<file path="config.mk">
export PLATFORM = sky130hd
export DESIGN_NAME = dpbac_port
export DESIGN_NICKNAME = d
export VERILOG_FILES = /design/src/inc/dpbac_pkg.sv /design/src/inc/dpbac_ctl_if.sv /design/src/design/dpbac_counter.sv /design/src/design/dpbac_port.sv
export SDC_FILE = /design/constraint.sdc
export NUM_CORES = 1
export LEC_CHECK = 0
export ABC_AREA = 1
export BUFFER_PORTS_ARGS = -buffer_cell sky130_fd_sc_hd__clkbuf_2
export CAP_MARGIN = 20
export CORE_AREA = 2 2 104 147
export DETAILED_ROUTE_END_ITERATION = 8
export DIE_AREA = 0 0 106 149
export HOLD_SLACK_MARGIN = 0.05
export PLACE_DENSITY = 0.85
export RECOVER_POWER = 100
export SKIP_CTS_REPAIR_TIMING = 1
export SLEW_MARGIN = 20
export SYNTH_ARGS = -nofsm -noshare
export SYNTH_HDL_FRONTEND = slang
export SYNTH_HIERARCHICAL = 1
export SYNTH_SLANG_ARGS = --single-unit
</file>
<file path="constraint.sdc">
create_clock -name i_clock -period 3.27 [get_ports i_clock]
set_input_delay 0.1635 -clock i_clock [delete_from_list [all_inputs] [get_ports i_clock]]
set_output_delay 0.1635 -clock i_clock [all_outputs]
set_load 0.02 [all_outputs]
</file>
<file path="src/inc/dpbac_pkg.sv">
/*
  Constants, types and small helpers shared by the burst address path of one
  port of a bank-switched dual-port SRAM.
  Assumes: included in compile order before the carrier interface and the design.
*/
package dpbac_pkg;

  // ---------------------------------------------------------------------
  // Widths
  // ---------------------------------------------------------------------
  localparam int ADDR_W = 18;
  localparam int BANK_W = 6;
  localparam int WORD_W = 12;
  localparam int LANES  = 4;
  localparam int LANE_W = 9;
  localparam int DATA_W = 36;

  // ---------------------------------------------------------------------
  // Field positions and values
  // ---------------------------------------------------------------------
  localparam int BANK_LSB = 12;
  localparam int BANK_MSB = 17;
  localparam int WORD_MSB = 11;

  localparam logic [ADDR_W-1:0] ADDR_STEP  = 18'h0_0001;
  localparam logic [ADDR_W-1:0] ADDR_RESET = 18'h0_0000;
  localparam logic [WORD_W-1:0] WORD_LAST  = 12'hFFF;
  localparam logic [WORD_W-1:0] WORD_FIRST = 12'h000;
  localparam logic [BANK_W-1:0] BANK_LAST  = 6'h3F;
  localparam logic [BANK_W-1:0] BANK_FIRST = 6'h00;
  localparam logic [BANK_W-1:0] BANK_STEP  = 6'h01;
  localparam logic [DATA_W-1:0] DATA_RESET = 36'h0_0000_0000;
  localparam logic [LANES-1:0]  LANE_NONE  = 4'h0;

  // ---------------------------------------------------------------------
  // Counter operations
  // ---------------------------------------------------------------------
  typedef enum logic [1:0] {
    DPBAC_OP_LOAD   = 2'b00,
    DPBAC_OP_STEP   = 2'b01,
    DPBAC_OP_HOLD   = 2'b10,
    DPBAC_OP_REPEAT = 2'b11
  } dpbac_op_type;

  // Repeat outranks everything; load outranks advance
  function automatic dpbac_op_type dpbac_decode_op(input logic load_n,
                                                   input logic advance_n,
                                                   input logic repeat_n);
    dpbac_op_type op;
    if (!repeat_n) begin
      op = DPBAC_OP_REPEAT;
    end else if (!load_n) begin
      op = DPBAC_OP_LOAD;
    end else if (!advance_n) begin
      op = DPBAC_OP_STEP;
    end else begin
      op = DPBAC_OP_HOLD;
    end
    return op;
  endfunction : dpbac_decode_op

  function automatic logic [BANK_W-1:0] dpbac_bank_of(input logic [ADDR_W-1:0] addr);
    return addr[BANK_MSB:BANK_LSB];
  endfunction : dpbac_bank_of

  function automatic logic [WORD_W-1:0] dpbac_word_of(input logic [ADDR_W-1:0] addr);
    return addr[WORD_MSB:0];
  endfunction : dpbac_word_of

endpackage : dpbac_pkg

</file>
<file path="src/inc/dpbac_ctl_if.sv">
/*
  Carrier between the port logic and its address counter.
  Assumes: both ends run on the same clock; controls are valid before each edge.
*/
`timescale 1ns/1ps
interface dpbac_ctl_if;
  logic                         load_n;
  logic                         advance_n;
  logic                         repeat_n;
  logic [dpbac_pkg::ADDR_W-1:0] ext_address;
  logic [dpbac_pkg::ADDR_W-1:0] address;
  logic [dpbac_pkg::ADDR_W-1:0] repeat_address;

  modport port (
    output load_n,
    output advance_n,
    output repeat_n,
    output ext_address,
    input  address,
    input  repeat_address
  );

  modport counter (
    input  load_n,
    input  advance_n,
    input  repeat_n,
    input  ext_address,
    output address,
    output repeat_address
  );
endinterface : dpbac_ctl_if

</file>
<file path="src/design/dpbac_counter.sv">
/*
  Burst address counter and stored repeat address of one port.
  Assumes: controls arrive through the carrier, synchronous to i_clock.
*/
`timescale 1ns/1ps
module dpbac_counter (
  input  wire logic   i_clock,
  input  wire logic   i_rst,
  dpbac_ctl_if.counter ctl
);

  logic [dpbac_pkg::ADDR_W-1:0] count;
  logic [dpbac_pkg::ADDR_W-1:0] reload;
  logic [dpbac_pkg::ADDR_W-1:0] next_count;
  logic [dpbac_pkg::ADDR_W-1:0] next_reload;
  dpbac_pkg::dpbac_op_type      op;

  // ---------------------------------------------------------------------
  // Next counter value
  // ---------------------------------------------------------------------
  always_comb begin
    op          = dpbac_pkg::dpbac_decode_op(ctl.load_n, ctl.advance_n, ctl.repeat_n);
    next_count  = count;
    next_reload = reload;
    case (op)
      dpbac_pkg::DPBAC_OP_LOAD: begin
        next_count  = ctl.ext_address;
        next_reload = ctl.ext_address;
      end
      dpbac_pkg::DPBAC_OP_STEP: begin
        // One binary sum over bank and word fields carries across banks
        next_count = count + dpbac_pkg::ADDR_STEP; // see see see
      end
      dpbac_pkg::DPBAC_OP_HOLD: begin
        next_count = count;
      end
      dpbac_pkg::DPBAC_OP_REPEAT: begin
        next_count = reload;
      end
      default: begin
        next_count = count;
      end
    endcase
  end

  // ---------------------------------------------------------------------
  // Registers
  // ---------------------------------------------------------------------
  // Reset value is only for determinism; controller must load before repeat
  always_ff @(posedge i_clock or posedge i_rst) begin
    if (i_rst) begin
      count  <= dpbac_pkg::ADDR_RESET;
      reload <= dpbac_pkg::ADDR_RESET;
    end else begin
      count  <= next_count;
      reload <= next_reload;
    end
  end

  assign ctl.address        = count;
  assign ctl.repeat_address = reload;

endmodule : dpbac_counter

</file>
<file path="src/design/dpbac_port.sv">
/*
  One port of a bank-switched dual-port SRAM: address counter control, access
  decode toward the array, and flow-through or pipelined read data timing.
  Assumes: the array reads combinationally from o_array_address in the cycle
  after each edge; all inputs are synchronous to i_clock.
*/
// Operation
// Load strobe stores external address, repeat too
// Advance strobe increments counter by one
// Neither strobe: counter value is reused
// Repeat reloads last externally loaded address
// Load and repeat ignore selects, lanes
// Counter advances even when port deselected
// Repeat address meaningless until first load
// Word FFF steps into next bank
// Last bank last word wraps to zero
// Flow-through data now, pipelined one later
// Far controller keeps ports in different banks
// Access type from selects, lanes, direction
// Eighteen bit counter: bank over word
`timescale 1ns/1ps
module dpbac_port (
  input  wire logic                         i_clock,
  input  wire logic                         i_rst,
  input  wire logic [dpbac_pkg::ADDR_W-1:0] i_address,
  input  wire logic                         i_address_load_n,
  input  wire logic                         i_count_advance_n,
  input  wire logic                         i_repeat_n,
  input  wire logic                         i_chip_select_low_n,
  input  wire logic                         i_chip_select_high,
  input  wire logic [dpbac_pkg::LANES-1:0]  i_byte_lane_enable_n,
  input  wire logic                         i_write_n,
  input  wire logic                         i_output_enable_n,
  input  wire logic                         i_flow_through,
  input  wire logic [dpbac_pkg::DATA_W-1:0] i_write_data,
  input  wire logic [dpbac_pkg::DATA_W-1:0] i_array_rdata,
  input  wire logic [dpbac_pkg::BANK_W-1:0] i_far_bank,
  output logic      [dpbac_pkg::ADDR_W-1:0] o_array_address,
  output logic      [dpbac_pkg::LANES-1:0]  o_array_write_lane,
  output logic      [dpbac_pkg::LANES-1:0]  o_array_read_lane,
  output logic      [dpbac_pkg::DATA_W-1:0] o_array_write_data,
  output logic      [dpbac_pkg::DATA_W-1:0] o_read_data,
  output logic      [dpbac_pkg::LANES-1:0]  o_data_drive,
  output logic                              o_bank_conflict
);

  // ---------------------------------------------------------------------
  // Helpers
  // ---------------------------------------------------------------------
  function automatic logic port_selected(input logic cs_low_n, input logic cs_high);
    return !cs_low_n && cs_high;
  endfunction : port_selected

  // ---------------------------------------------------------------------
  // Address counter
  // ---------------------------------------------------------------------
  dpbac_ctl_if ctl ();

  // Only the counter strobes and i_address reach the counter; selects never do
  assign ctl.load_n      = i_address_load_n;
  assign ctl.advance_n   = i_count_advance_n;
  assign ctl.repeat_n    = i_repeat_n;
  assign ctl.ext_address = i_address;

  dpbac_counter u_counter (
    .i_clock (i_clock),
    .i_rst   (i_rst),
    .ctl     (ctl.counter)
  );

  assign o_array_address = ctl.address;

  // ---------------------------------------------------------------------
  // Access decode
  // ---------------------------------------------------------------------
  logic [dpbac_pkg::LANES-1:0]  write_lane;
  logic [dpbac_pkg::LANES-1:0]  read_lane;
  logic [dpbac_pkg::DATA_W-1:0] write_data;
  logic [dpbac_pkg::LANES-1:0]  next_write_lane;
  logic [dpbac_pkg::LANES-1:0]  next_read_lane;
  logic [dpbac_pkg::DATA_W-1:0] next_write_data;
  logic                         selected;

  always_comb begin
    selected        = port_selected(i_chip_select_low_n, i_chip_select_high);
    next_write_lane = dpbac_pkg::LANE_NONE;
    next_read_lane  = dpbac_pkg::LANE_NONE;
    next_write_data = write_data;
    if (selected && !i_write_n) begin
      next_write_lane = ~i_byte_lane_enable_n;
      next_write_data = i_write_data;
    end else if (selected) begin
      next_read_lane = ~i_byte_lane_enable_n;
    end
  end

  always_ff @(posedge i_clock or posedge i_rst) begin
    if (i_rst) begin
      write_lane <= dpbac_pkg::LANE_NONE;
      read_lane  <= dpbac_pkg::LANE_NONE;
      write_data <= dpbac_pkg::DATA_RESET;
    end else begin
      write_lane <= next_write_lane;
      read_lane  <= next_read_lane;
      write_data <= next_write_data;
    end
  end

  assign o_array_write_lane = write_lane;
  assign o_array_read_lane  = read_lane;
  assign o_array_write_data = write_data;

  // ---------------------------------------------------------------------
  // Read data timing
  // ---------------------------------------------------------------------
  // Pipelined mode buys cycle time for one extra cycle of latency
  logic [dpbac_pkg::DATA_W-1:0] stage_data;
  logic [dpbac_pkg::LANES-1:0]  stage_lane;
  logic [dpbac_pkg::DATA_W-1:0] read_data;
  logic [dpbac_pkg::LANES-1:0]  drive;
  logic [dpbac_pkg::DATA_W-1:0] next_stage_data;
  logic [dpbac_pkg::LANES-1:0]  next_stage_lane;
  logic [dpbac_pkg::DATA_W-1:0] next_read_data;
  logic [dpbac_pkg::LANES-1:0]  next_drive;

  always_comb begin
    next_stage_data = i_array_rdata;
    next_stage_lane = read_lane;
    if (i_flow_through) begin
      next_read_data = i_array_rdata;
      next_drive     = read_lane;
    end else begin
      next_read_data = stage_data;
      next_drive     = stage_lane;
    end
    // Output enable is sampled, not asynchronous as on the pins
    if (i_output_enable_n) begin
      next_drive = dpbac_pkg::LANE_NONE;
    end
  end

  always_ff @(posedge i_clock or posedge i_rst) begin
    if (i_rst) begin
      stage_data <= dpbac_pkg::DATA_RESET;
      stage_lane <= dpbac_pkg::LANE_NONE;
      read_data  <= dpbac_pkg::DATA_RESET;
      drive      <= dpbac_pkg::LANE_NONE;
    end else begin
      stage_data <= next_stage_data;
      stage_lane <= next_stage_lane;
      read_data  <= next_read_data;
      drive      <= next_drive;
    end
  end

  assign o_read_data  = read_data;
  assign o_data_drive = drive;

  // ---------------------------------------------------------------------
  // Bank conflict flag
  // ---------------------------------------------------------------------
  // Only reports; avoiding the clash is up to the two controllers
  logic conflict;
  logic next_conflict;

  always_comb begin
    next_conflict = (dpbac_pkg::dpbac_bank_of(ctl.address) == i_far_bank);
  end

  always_ff @(posedge i_clock or posedge i_rst) begin
    if (i_rst) begin
      conflict <= 1'b0;
    end else begin
      conflict <= next_conflict;
    end
  end

  assign o_bank_conflict = conflict;

  // ---------------------------------------------------------------------
  // Assertion helpers
  // ---------------------------------------------------------------------
  logic [dpbac_pkg::ADDR_W-1:0] last_load;
  logic                         loaded;

  always_ff @(posedge i_clock or posedge i_rst) begin
    if (i_rst) begin
      last_load <= dpbac_pkg::ADDR_RESET;
      loaded    <= 1'b0;
    end else if (i_repeat_n && !i_address_load_n) begin
      last_load <= i_address;
      loaded    <= 1'b1;
    end
  end

  // ---------------------------------------------------------------------
  // Assertions
  // ---------------------------------------------------------------------
  AST_EXT_LOAD: assert property (@(posedge i_clock) disable iff (i_rst)
    (i_repeat_n && !i_address_load_n)
    |=> (o_array_address == $past(i_address)) && (ctl.repeat_address == $past(i_address)))
    else $error("external load not taken");

  AST_STEP: assert property (@(posedge i_clock) disable iff (i_rst)
    (i_repeat_n && i_address_load_n && !i_count_advance_n)
    |=> o_array_address == $past(o_array_address) + dpbac_pkg::ADDR_STEP)
    else $error("counter did not advance by one");

  AST_HOLD: assert property (@(posedge i_clock) disable iff (i_rst)
    (i_repeat_n && i_address_load_n && i_count_advance_n)
    |=> $stable(o_array_address))
    else $error("held counter changed");

  AST_REPEAT: assert property (@(posedge i_clock) disable iff (i_rst)
    (!i_repeat_n && loaded)
    |=> o_array_address == $past(last_load))
    else $error("repeat did not return to last load");

  AST_DESELECT_STEP: assert property (@(posedge i_clock) disable iff (i_rst)
    (i_repeat_n && i_address_load_n && !i_count_advance_n
     && !port_selected(i_chip_select_low_n, i_chip_select_high))
    |=> (o_array_address == $past(o_array_address) + dpbac_pkg::ADDR_STEP)
        && (o_array_write_lane == dpbac_pkg::LANE_NONE))
    else $error("deselected port failed to advance");

  AST_DESELECT_LOAD: assert property (@(posedge i_clock) disable iff (i_rst)
    (i_repeat_n && !i_address_load_n && &i_byte_lane_enable_n)
    |=> o_array_address == $past(i_address))
    else $error("load blocked by lane enables");

  AST_BANK_CROSS: assert property (@(posedge i_clock) disable iff (i_rst)
    (i_repeat_n && i_address_load_n && !i_count_advance_n
     && dpbac_pkg::dpbac_word_of(o_array_address) == dpbac_pkg::WORD_LAST
     && dpbac_pkg::dpbac_bank_of(o_array_address) != dpbac_pkg::BANK_LAST)
    |=> (dpbac_pkg::dpbac_word_of(o_array_address) == dpbac_pkg::WORD_FIRST)
        && (dpbac_pkg::dpbac_bank_of(o_array_address)
            == dpbac_pkg::dpbac_bank_of($past(o_array_address)) + dpbac_pkg::BANK_STEP))
    else $error("bank boundary not crossed");

  AST_WRAP: assert property (@(posedge i_clock) disable iff (i_rst)
    (i_repeat_n && i_address_load_n && !i_count_advance_n
     && dpbac_pkg::dpbac_bank_of(o_array_address) == dpbac_pkg::BANK_LAST
     && dpbac_pkg::dpbac_word_of(o_array_address) == dpbac_pkg::WORD_LAST)
    |=> o_array_address == dpbac_pkg::ADDR_RESET)
    else $error("top of last bank did not wrap to zero");

  AST_FLOW_DATA: assert property (@(posedge i_clock) disable iff (i_rst)
    i_flow_through |=> o_read_data == $past(i_array_rdata))
    else $error("flow-through data late");

  AST_PIPE_DATA: assert property (@(posedge i_clock) disable iff (i_rst)
    (!i_flow_through && $past(!i_rst)) |=> o_read_data == $past(i_array_rdata, 2))
    else $error("pipelined data not one cycle later");

  AST_WRITE_DECODE: assert property (@(posedge i_clock) disable iff (i_rst)
    port_selected(i_chip_select_low_n, i_chip_select_high) && !i_write_n
    |=> (o_array_write_lane == ~$past(i_byte_lane_enable_n))
        && (o_array_read_lane == dpbac_pkg::LANE_NONE))
    else $error("write lanes misdecoded");

  AST_CONFLICT: assert property (@(posedge i_clock) disable iff (i_rst)
    (dpbac_pkg::dpbac_bank_of(o_array_address) == i_far_bank) |=> o_bank_conflict)
    else $error("bank conflict not flagged");

  AST_NO_CONFLICT: assert property (@(posedge i_clock) disable iff (i_rst)
    (dpbac_pkg::dpbac_bank_of(o_array_address) != i_far_bank) |=> !o_bank_conflict)
    else $error("bank conflict flagged without a clash");

  AST_READ_DECODE: assert property (@(posedge i_clock) disable iff (i_rst)
    port_selected(i_chip_select_low_n, i_chip_select_high) && i_write_n
    |=> (o_array_read_lane == ~$past(i_byte_lane_enable_n))
        && (o_array_write_lane == dpbac_pkg::LANE_NONE))
    else $error("read lanes misdecoded");

  AST_DESELECT_IDLE: assert property (@(posedge i_clock) disable iff (i_rst)
    !port_selected(i_chip_select_low_n, i_chip_select_high)
    |=> (o_array_write_lane == dpbac_pkg::LANE_NONE)
        && (o_array_read_lane == dpbac_pkg::LANE_NONE))
    else $error("deselected port still accesses the array");

  AST_OE_OFF: assert property (@(posedge i_clock) disable iff (i_rst)
    i_output_enable_n |=> o_data_drive == dpbac_pkg::LANE_NONE)
    else $error("data driven with output enable off");

  AST_REPEAT_KEEP: assert property (@(posedge i_clock) disable iff (i_rst)
    !(i_repeat_n && !i_address_load_n)
    |=> $stable(ctl.repeat_address))
    else $error("repeat address changed without a load");

  // ---------------------------------------------------------------------
  // Covers
  // ---------------------------------------------------------------------
  COV_BURST: cover property (@(posedge i_clock) disable iff (i_rst)
    (i_repeat_n && !i_address_load_n)
    ##1 (i_repeat_n && i_address_load_n && !i_count_advance_n) [*3]);

  COV_REPEAT: cover property (@(posedge i_clock) disable iff (i_rst)
    (i_repeat_n && !i_address_load_n) ##[1:8] !i_repeat_n);

  COV_WRAP: cover property (@(posedge i_clock) disable iff (i_rst)
    (o_array_address == {dpbac_pkg::BANK_LAST, dpbac_pkg::WORD_LAST}
     && i_repeat_n && i_address_load_n && !i_count_advance_n));

  COV_PIPE_READ: cover property (@(posedge i_clock) disable iff (i_rst)
    (!i_flow_through && o_array_read_lane != dpbac_pkg::LANE_NONE)
    ##2 (o_data_drive != dpbac_pkg::LANE_NONE));

endmodule : dpbac_port

</file>
* Yosys cells after proc, flatten, opt, wreduce, memory -nomap -nowiden
Cells that the tools add are included.
** Word-level totals
- Register bits :: 161
- Output and inout bits :: 103
- Word-level logic and storage cells :: 31
** Cells by class
- $add $sub $neg :: 1
- Reductions and logical operators :: 5
- Eq/ne operators :: 4
- Bitwise gates (word level) :: 1
- Mux-type cells :: 10
** Operator list (count)
- $pmux 18 s3 :: 1
- $mux 36 :: 1
- $mux 4 :: 5
- $add 18x1->18 const B :: 1
- $eq 6x6->1 :: 1
- $mux 2 :: 3
- $eq 2x2->1 const B :: 2
- $not 4->4 :: 1
- $eq 2x1->1 const B :: 1
- $logic_and 1x1->1 :: 2
- $logic_not 1->1 :: 2
- $logic_not 2->1 :: 1

* Longest topological paths before layout
Gate-level depths: netlist of the first run.
- Depth in word-level cells :: 5
- Depth in mapped cells :: 8
- Depth with buffers taken out :: 8

* Cells and area by module
The synthesis of the first run kept the hierarchy.
** By module, submodules not included
- dpbac_port :: times used 1, cells each 416, area each 4377.9 sq um, seq. area each 3128.0 sq um
- dpbac_counter :: times used 1, cells each 281, area each 2023.2 sq um, seq. area each 900.9 sq um

* Least setup slack after synthesis of the first run
No wires, ideal clock.
- Kind :: reg-to-reg
- From :: reg u_counter.count (netlist bit u_counter/ctl.address[1])
- To :: reg u_counter.count (netlist bit u_counter/ctl.address[16])
- Data arrival time :: 1298 ps
- Period minus slack after synthesis :: 1415 ps
- Slack :: 1855 ps
- Buffers on the path :: 0
- Library setup time :: 117 ps
- Stages on the path, launching flop included :: 9
- Cells stage by stage :: dfrtp_1 ha_1 nand2_2 nor2_2 nand2_2 nor2_1 nand3_1 nand3_1 nand2_1
** Between the ends
- Word-level cells in the longest chain between the ends :: 2
** Ends and longest elaborated chain
- from (decl) :: RTL line dpbac_counter.sv:12 : logic [dpbac_pkg::ADDR_W-1:0] count;
- from (signal assigned) :: RTL line dpbac_counter.sv:52 : count <= dpbac_pkg::ADDR_RESET;
- from (signal assigned) :: RTL line dpbac_counter.sv:55 : count <= next_count;
- $add 18x1->18 :: RTL line dpbac_counter.sv:32 : next_count = count + dpbac_pkg::ADDR_STEP;
- $pmux 18 s3 :: RTL line dpbac_counter.sv:25 : case (op)
Every way passes these cells.
A chain may end at the register's enable or synchronous reset.

* Worst setup path after layout of the first run
- From :: in i_flow_through
- To :: reg drive (netlist bit o_data_drive[3])
** Between the ends
- Word-level cells in the longest chain between the ends :: 2
** Ends and longest elaborated chain
- from (decl) :: RTL line dpbac_port.sv:34 : input wire logic i_flow_through,
- $mux 4 :: RTL line dpbac_port.sv:129 : if (i_flow_through) begin
- $mux 4 :: RTL line dpbac_port.sv:137 : if (i_output_enable_n) begin
- net next_drive (one bit) :: RTL line dpbac_port.sv:124 : logic [dpbac_pkg::LANES-1:0] next_drive;
- to (signal assigned) :: RTL line dpbac_port.sv:147 : drive <= dpbac_pkg::LANE_NONE;
- to (signal assigned) :: RTL line dpbac_port.sv:152 : drive <= next_drive;
- to (decl) :: RTL line dpbac_port.sv:120 : logic [dpbac_pkg::LANES-1:0] drive;
The timed path passes the listed nets, and every way through them passes these cells.

==> results.md, run 1 <==
- Met2 GRT Util: 0.3345
- Clk Latency, worst-skew pair: 0.42 ns
- Arrival @ worst endpoint: around 2.6 ns
- Fraction of layout cells with a size suffix above 1: 0.1266
- CP Class: input port to register
- Status: finished with violations
- GRT Max-Usage Layer: met2
- Gate count of the mapped netlist: ~700
- Crit end category: register
- Worst-Margin Slew: between 1.5 and 2 ns
- Via/cell ratio: approximately 5
- Starting Density: 0.4368
- FMAX: between 400 and 500 MHz
- PnR worst setup slack: between 0.9 and 1 ns
- Crit path required time: around 3.6 ns
- DIE HEIGHT: 149 um
- Final worst-path cycle share: 0.6974
- Synth area leaders: dfrtp_1 (63%), nand2_1 (16%), nand3_1 (4.3%)
- Routed wire length per instance: about 14 um
- Maximum Capacitance Violations: 2
- Count of final setup violators: 0
- Crit path max-delay cell type: clkbuf_1
- Yosys top cell by area: dfrtp_1
- Die W: 106 um
- CTS tree: done
- Unique masters post-synth: 26
- Max Buffers Root-to-Sink: 2
- Total global routing overflow: 0
- Clock skew: about 0.0093 ns
- Nets: roughly 1100
- Hold WC Path Type: input port to register
- Grt met1 use: 0.2401
- Largest net degree at the start of global routing: 93
- Static Leak: around 0.0045 uW
- Clock transition at path regs: ~0.08 ns
- DP Wirelength: 10670 um
- RSZ-0062 raised after global routing: no
- Top_reg_cell synth: dfrtp_1
- Hold Vio Cnt, Final: 0
- Num rows: between 50 and 60
- Final std cells w/o fill: ~1200
- IO buf count: 212
- Total GRT Usage: 0.1974
- Clk sinks: around 160
- Most common cell after layout, fill and taps aside: nand2_1
- Number of iterations in the first detailed-routing pass: 5
- Core area: 14660 um2
- CP startpoint: i_flow_through
- Setup TNS: 0 ns
- Worst VDD drop: 0.0003211 V
- DRT antenna net count: 0
- Initial antenna violation count: 0
- Synthesized cell area: ~6400 um2
- Critical Path End: o_data_drive[3]$_DFF_PP0_
- DR DRC count: 0
- R2R Setup Slk: approximately 1.8 ns
- DR vias: between 5000 and 6000
- Reg-to-reg endpoint: u_counter/ctl.address[16]$_DFFE_PP0P_
- Synth warn: 6
- Pre-CTS setup slack: 1.528 ns
- N_diodes: 0
- EDFF count, synth: 0
- Slew headroom: -0.1797
- Failing checks: capacitance limit, slew limit
- Routability Congestion: roughly 0.83
- Global routing met3 resource utilization: 0.04107
- R2R depth: 8
- IO Pins: roughly 210
- Area growth from synthesis to layout: 37.96%
- Pwr dens: slightly below 600 nW/um2
- Syn nets: roughly 810
- First-pass GRT wire length: roughly 24000 um
- Seq/Total Area, Yosys: 0.6294
- Die area: between 15000 and 20000 um2
- R2R Path Start: u_counter/ctl.address[1]$_DFFE_PP0P_
- Slowest stage delay, CP: roughly 1.3 ns
- Final min period: about 2.3 ns
- Top-area cell type share of the netlist area: 0.6294
- Placed Cells: 1078
- CP startpoint kind: input port
- Mean Syn Cell Area: slightly above 9 um2
- Max Fanout on Critical Path: 41
- Number of global-route vias before repair: approximately 5100
- Crit path cell chain: clkbuf_1, inv_2, nand2_1, a21oi_1
- DR iter-0 viols: between 300 and 400
- FFs w/ async S/R, synth: 1.000
- Most frequent cells in the layout: nand2_1 (274), dfrtp_1 (161), clkbuf_1 (135)
- CTS buffer count: 17
- Max-slew violation count: 76
- Clock root buffer: clkbuf_16
- Final wirelength: between 15000 and 20000 um
- Htree depth: 4
- # fillers: roughly 1200
- Post-synthesis sequential element count: ~160
==> kinds of logic after synthesis <==
family	Yosys count	synth area share
buffers and inverters	87	0.06802
adders and majority gates	1	0.001954
AOI/OAI and AO/OA	44	0.04222
DFF	161	0.6294
and+or+nand+nor	403	0.2570
xor gates and xnor gates	1	0.001369
==> per-layer routing <==
metal	share of wire	vias up	wire, um
met5	0	-	0
met4	0.033	0	579
met3	0.055	51	958
met2	0.52	271	9081
met1	0.39	2737	6683
li1	-	2763	-
==> power by group <==
group / switching (uW) / internal [uW] / total [uW]
Sequential: 135 / 2190 / 2320
Combinational: 558 / 288 / 846
Clock: 975 / 1060 / 2030
==> registers in the layout (all words and copies together), names as in the netlist <==
name,cells
o_bank_conflict,1
u_counter/ctl.address,18
o_array_write_lane,4
o_data_drive,4
u_counter/ctl.repeat_address,18
o_read_data,36
o_array_read_lane,4
stage_lane,4
stage_data,36
o_array_write_data,36
==> synthesized netlist by cell type (2+ instances only) <==
library cell,number
nand2_1,273
dfrtp_1,161
inv_1,56
nor2_1,56
nand3_1,55
buf_2,12
buf_6,11
o21ai_0,11
o21bai_1,11
o22ai_1,9
a21oi_1,8
nand4_1,7
inv_2,5
nand2_2,4
nor2_2,4
buf_4,3
nand3_2,2
==> area by class of cell <==
cell class | count | area (um2) | share of cell area
Clock inverter | 15 | 201.4 | 0.02281
Multi-Input combinational cell | 449 | 1929 | 0.2185
Tap cell | 192 | 240.2 | 0.02720
Clock buffer | 17 | 425.4 | 0.04817
Sequential cell | 161 | 4029 | 0.4562
Inverter | 61 | 230.2 | 0.02607
Timing Repair Buffer | 300 | 1775 | 0.2010
==> worst max-delay path: cells and delay by family <==
kind            cells  cell delay, ns
buf+inv             2            2.00
compound gates      1            0.12
simple gates        1            0.26
==> per-stage QoR <==
step                utilization  area (um2)  hold WS [ns]  total power (uW)
floorplan                     -        6405        0.1949              2831
global placement         0.5141        7535        0.2875              3122
detailed placement       0.5141        7535        0.2904              3144
CTS                      0.5569        8162       -0.1610              5186
global route             0.6026        8831       0.08101              5445
finish                   0.6026        8831       0.05635              5202
==> worst min path at each step <==
stage,start,to,slack (ns),depth (start not counted)
after floorplan,i_array_rdata[0],stage_data[0]$_DFF_PP0_,0.19,0
after global placement,i_array_rdata[14],stage_data[14]$_DFF_PP0_,0.29,1
after detailed placement,i_array_rdata[14],stage_data[14]$_DFF_PP0_,0.29,1
after CTS,i_array_rdata[14],stage_data[14]$_DFF_PP0_,-0.16,1
after global routing,i_address[13],u_counter/ctl.repeat_address[13]$_DFFE_PP0N_,0.08,4
final,i_far_bank[1],o_bank_conflict$_DFF_PP0_,0.06,4
No activity file was read; power rests on OpenSTA's default activity.
==> run 2: changes to the inputs <==
==> constraint.sdc (replaced) <==
create_clock -name i_clock -period 1.84 [get_ports i_clock]
set_input_delay 0.092 -clock i_clock [delete_from_list [all_inputs] [get_ports i_clock]]
set_output_delay 0.092 -clock i_clock [all_outputs]
set_load 0.02 [all_outputs]
==> run 2 against run 1 <==
Hold slack got worse by 0.023 ns. Global-route usage up 0.38 points. Critical endpoint is now o_bank_conflict$_DFF_PP0_. Worst setup slack lost 0.69 ns. Power increased by 78%. Clock skew hardly changed. The run now ends clean. First-iteration DRC count fell by 2.5%. Non-clock buffer count grew 22.
==> results.md, run 2 (same netlist as run 1, synthesis figures left out) <==
- Clock skew: 0.009346 ns
- DR iter-0 viols: between 300 and 400
- DR WL met2: roughly 9000 um
- Worst-Margin Slew: around 1.4 ns
- Number of iterations in the first detailed-routing pass: 5
- Final worst-path cycle share: 0.8393
- Pwr dens: between 1000 and 1500 nW/um2
- CP Class: register to register
- Max-slew violation count: 0
- Final std cells w/o fill: about 1200
- Area growth from synthesis to layout: 41.03%
- Pre-CTS setup slack: between 0.4 and 0.5 ns
- Static Leak: ~0.0046 uW
- Initial antenna violation count: 1
- FMAX: between 600 and 700 MHz
- Clk Latency, worst-skew pair: ~0.42 ns
- PnR worst setup slack: between 0.2 and 0.3 ns
- Count of final setup violators: 0
- Crit path required time: between 2 and 2.5 ns
- IO buf count: roughly 210
- Maximum Capacitance Violations: 0
- Clock transition at path regs: ~0.07 ns
- CTS buffer count: 17
- CTS tree: done
- Crit path max-delay cell type: dlygate4sd3_1
- Fraction of layout cells with a size suffix above 1: 0.1317
- Slew headroom: 0.05932
- DR vias: 5848
- Arrival @ worst endpoint: approximately 1.9 ns
- Core area: between 10000 and 15000 um2
- Setup TNS: 0 ns
- R2R Setup Slk: between 0.2 and 0.3 ns
- Worst VDD drop: between 0.0005 and 0.0006 V
- Status: finished, final reports clean
- Htree depth: 4
- Num rows: between 50 and 60
- Met3 Routed Length: approximately 900 um
- Crit path cell chain: xnor2_1, o21ai_0, dlygate4sd3_1, nor2_1
- Placed Cells: between 1000 and 1500
- Hold WC Path Type: input port to register
- DP Wirelength: ~11000 um
- Die area: 15790 um2
- Routability Congestion: around 0.87
- CP startpoint kind: register
- Die W: 106 um
- DRT antenna net count: 0
- Crit path max-delay family: buffers and inverters
- Total global routing overflow: 0
- Max Buffers Root-to-Sink: 2
- DR DRC count: 0
- Clock root buffer: clkbuf_16
- Final min period: about 1.5 ns
- Routed wire length per instance: 14.35 um
- DRT met1 WL: 6728 um
- Max Fanout on Critical Path: 7
- Crit end category: register
- Most common cell after layout, fill and taps aside: nand2_1
- Total GRT Usage: 0.2012
- Most frequent cells in the layout: nand2_1 (274), dfrtp_1 (161), clkbuf_1 (135)
- DIE HEIGHT: around 150 um
- Fin Hold WS: about 0.033 ns
- Worst path bufs/invs: 1
- Starting Density: 0.4368
- Nets: 1123
- Max Used Layer: met4
- Final Util: 0.6160
- Hold Vio Cnt, Final: 0
- Number of global-route vias before repair: a little over 5000
- IO Pins: roughly 210
- Via/cell ratio: 4.801
- Final wirelength: about 17000 um
- First-pass GRT wire length: around 25000 um
- Slowest stage delay, CP: roughly 0.55 ns
- RSZ-0062 raised after global routing: no
- Clk sinks: 161
- Largest net degree at the start of global routing: 46
-- run 2: cell count changes in the layout (fill, tap and decap cells not counted), moves of 2 or more --
cell           before  now
inv_1              54   56
nor2_1             56   58
inv_6               1    4
inv_8               4    1
buf_4               1    7
nor2_2              4    2
clkbuf_2           78   81
dlygate4sd3_1      85   96
-- run 2: final timing paths --
check | start | endpoint | cells past startpoint
setup reg to reg | u_counter/ctl.address[13]$_DFFE_PP0P_ | o_bank_conflict$_DFF_PP0_ | 4
min in group asynchronous | i_rst | u_counter/ctl.repeat_address[10]$_DFFE_PP0N_ | 4
max in group asynchronous | i_rst | o_array_write_data[6]$_DFFE_PP0P_ | 4
hold reg to reg | o_array_read_lane[3]$_DFF_PP0_ | stage_lane[3]$_DFF_PP0_ | 0
setup / recovery | u_counter/ctl.address[13]$_DFFE_PP0P_ | o_bank_conflict$_DFF_PP0_ | 4
hold / removal | i_address[10] | u_counter/ctl.address[10]$_DFFE_PP0P_ | 5
-- run 2: final cells by class --
type | instances | area, um2
fill | 1202 | 5628
sequential | 161 | 4029
timing repair buffer | 322 | 1969
multi-input combinational | 449 | 1929
clock buffer | 17 | 425.4
tap | 192 | 240.2
inverter | 61 | 230.2
clock inverter | 15 | 201.4
antenna | 1 | 2.502
-- run 2: per-layer routing --
| layer | vias up | global-route usage |
|---|---|---|
| met5 | - | 0 |
| met4 | 0 | 0.09474 |
| met3 | 68 | 0.03888 |
| met2 | 241 | 0.3477 |
| met1 | 2745 | 0.2420 |
| li1 | 2794 | - |
-- run 2: tightest hold or removal path, cell delays in order --
cell	delay, ns
clkbuf_2	0.08
inv_1	0.05
nor2_1	0.05
nor2_1	0.09
o21ai_1	0.07
-- run 2: stage by stage --
step	total power, uW	cell area (um2)
5_1_grt	9689	9027
2_1_floorplan	5032	6405
3_5_place_dp	5619	7630
6_report	9249	9027
3_3_place_gp	5567	7630
4_1_cts	9213	8257
-- run 2: power by group --
| part | total (uW) | internal (uW) | switching [uW] |
|---|---|---|---|
| registers | 4120 | 3890 | 229 |
| clock network | 3580 | 1880 | 1710 |
| logic | 1550 | 541 | 1010 |
==> run 3: changes to the inputs <==
--- a/config.mk
+++ b/config.mk
@@ -12,7 +12,7 @@
 export DETAILED_ROUTE_END_ITERATION = 8
 export DIE_AREA = 0 0 106 149
 export HOLD_SLACK_MARGIN = 0.05
-export PLACE_DENSITY = 0.85
+export PLACE_DENSITY = 0.82
 export RECOVER_POWER = 100
 export SKIP_CTS_REPAIR_TIMING = 1
 export SLEW_MARGIN = 20
==> constraint.sdc (replaced) <==
create_clock -name i_clock -period 1.5 [get_ports i_clock]
set_input_delay 0.075 -clock i_clock [delete_from_list [all_inputs] [get_ports i_clock]]
set_output_delay 0.075 -clock i_clock [all_outputs]
set_load 0.02 [all_outputs]
==> run 3 against run 2 <==
Sequential share of layout area is 0.45 points lower. Clock skew hardly changed. Combinational power rose by 25%. Largest power group unchanged. Critical path depth grew 2. Via count grew 1.9%. Sequential power is 23% higher. Register-to-register slack lost 0.18 ns. Routed wire length rose by 2.9%.
==> results.md, run 3 (same netlist as run 1, synthesis figures left out) <==
- Status: finished, final reports clean
- Total GRT Usage: 0.2016
- Crit path required time: approximately 1.8 ns
- DR DRC count: 0
- Max Fanout on Critical Path: 5
- Reg-to-reg endpoint: u_counter/ctl.address[10]$_DFFE_PP0P_
- Core area: ~15000 um2
- Routability Congestion: a little under 0.9
- Crit path max-delay cell type: dfrtp_1
- Total global routing overflow: 0
- Arrival @ worst endpoint: about 1.7 ns
- Worst-Margin Slew: between 0.9 and 1 ns
- Clock transition at path regs: about 0.070 ns
- Pwr dens: 1253 nW/um2
- Slew headroom: 0.3996
- Most frequent cells in the layout: nand2_1 (273), dfrtp_1 (161), clkbuf_1 (137)
- R2R Setup Slk: 0.12 ns
- R2R depth: 6
- CP startpoint: u_counter/ctl.address[0]$_DFFE_PP0P_
- Final worst-path cycle share: 0.9232
- Starting Density: 0.4368
- Hold Vio Cnt, Final: 0
- Clk sinks: roughly 160
- Crit end category: register
- Final wirelength: roughly 18000 um
- CTS buffer count: 17
- Clk Latency, worst-skew pair: between 0.4 and 0.5 ns
- IO Pins: 213
- Hold WC Path Type: input port to register
- Area growth from synthesis to layout: 42.47%
- Fin Hold WS: between 0.03 and 0.04 ns
- Final min period: between 1 and 1.5 ns
- Nets: about 1100
- Via/cell ratio: between 4 and 5
- Clock root buffer: clkbuf_16
- Initial antenna violation count: 0
- Slowest stage delay, CP: between 0.4 and 0.5 ns
- CP Class: register to register
- CP startpoint kind: register
- R2R Path Start: u_counter/ctl.address[0]$_DFFE_PP0P_
- Max Buffers Root-to-Sink: 2
- Largest net degree at the start of global routing: 54
- Max-slew violation count: 0
- DR iter-0 viols: about 310
- Routed wire length per instance: roughly 15 um
- Crit path cell chain: ha_2, nand2_2, nor3_4, nand3_1, nand2_1, o21ai_1
- Die W: 106 um
- Number of iterations in the first detailed-routing pass: 5
- DIE HEIGHT: 149 um
- Critical Path End: u_counter/ctl.address[10]$_DFFE_PP0P_
- Count of final setup violators: 0
- Maximum Capacitance Violations: 0
- Static Leak: between 0.004 and 0.005 uW
- Htree depth: 4
- PnR worst setup slack: 0.1151 ns
- Number of global-route vias before repair: 5311
- Die area: roughly 16000 um2
- Most common cell after layout, fill and taps aside: nand2_1
- Cells on Worst Hold Path: 4
- Worst VDD drop: 0.0007243 V
- IO buf count: approximately 210
- Num rows: between 50 and 60
- Clock skew: ~0.0097 ns
- DRT antenna net count: 0
- FMAX: about 720 MHz
- Fraction of layout cells with a size suffix above 1: 0.1384
- Pre-CTS setup slack: between 0.1 and 0.15 ns
- CTS tree: done
- DR vias: slightly below 6000
- First-pass GRT wire length: roughly 25000 um
- DP Wirelength: 11150 um
- N_diodes: 0
run 3: routing by layer:
metal | GRT usage | share of wire
met5 | 0 | 0
met4 | 0.09539 | 0.033
met3 | 0.04456 | 0.056
met2 | 0.3484 | 0.53
met1 | 0.2388 | 0.38
run 3: where the power goes:
part	switching (uW)	internal [uW]	leakage [uW]
sequential	283	4770	0.00198
combinational	1250	688	0.00234
clock	2130	2310	0.000302
run 3: how the worst min path moves through the flow:
| stage | start | end | slack, ns |
|---|---|---|---|
| floorplan | i_array_rdata[0] | stage_data[0]$_DFF_PP0_ | 0.11 |
| global placement | i_rst | stage_data[26]$_DFF_PP0_ | 0.11 |
| detailed placement | i_rst | stage_data[26]$_DFF_PP0_ | 0.11 |
| CTS | i_rst | o_array_write_data[21]$_DFFE_PP0P_ | -0.35 |
| global route | i_address[8] | u_counter/ctl.repeat_address[8]$_DFFE_PP0N_ | 0.07 |
| finish | i_far_bank[0] | o_bank_conflict$_DFF_PP0_ | 0.04 |
run 3: per-stage QoR:
stage	total power (uW)	std cells	util	area (um2)	TNS (ns)
floorplan	6173	697	-	6405	-14.29
global placement	6837	1090	0.5220	7650	0
detailed placement	6889	1090	0.5220	7650	0
CTS	11350	1122	0.5649	8279	0
global route	11950	1225	0.6223	9120	-0.08560
finish	11430	1225	0.6223	9120	0
run 3: final cells by class:
cell class	instances	area, um2
fill	1221	5535
tap	192	240.2
clock buffer	17	425.4
inverter	61	230.2
multi-input combinational	449	1944
clock inverter	15	203.9
timing repair buffer	330	2047
sequential	161	4029
run 3: critical path, delay by kind of cell, from the launching register on:
family	cells	cell delay, ns
simple gates	4	0.58
flops	1	0.41
fa+ha+maj	1	0.21
compound gates	1	0.06
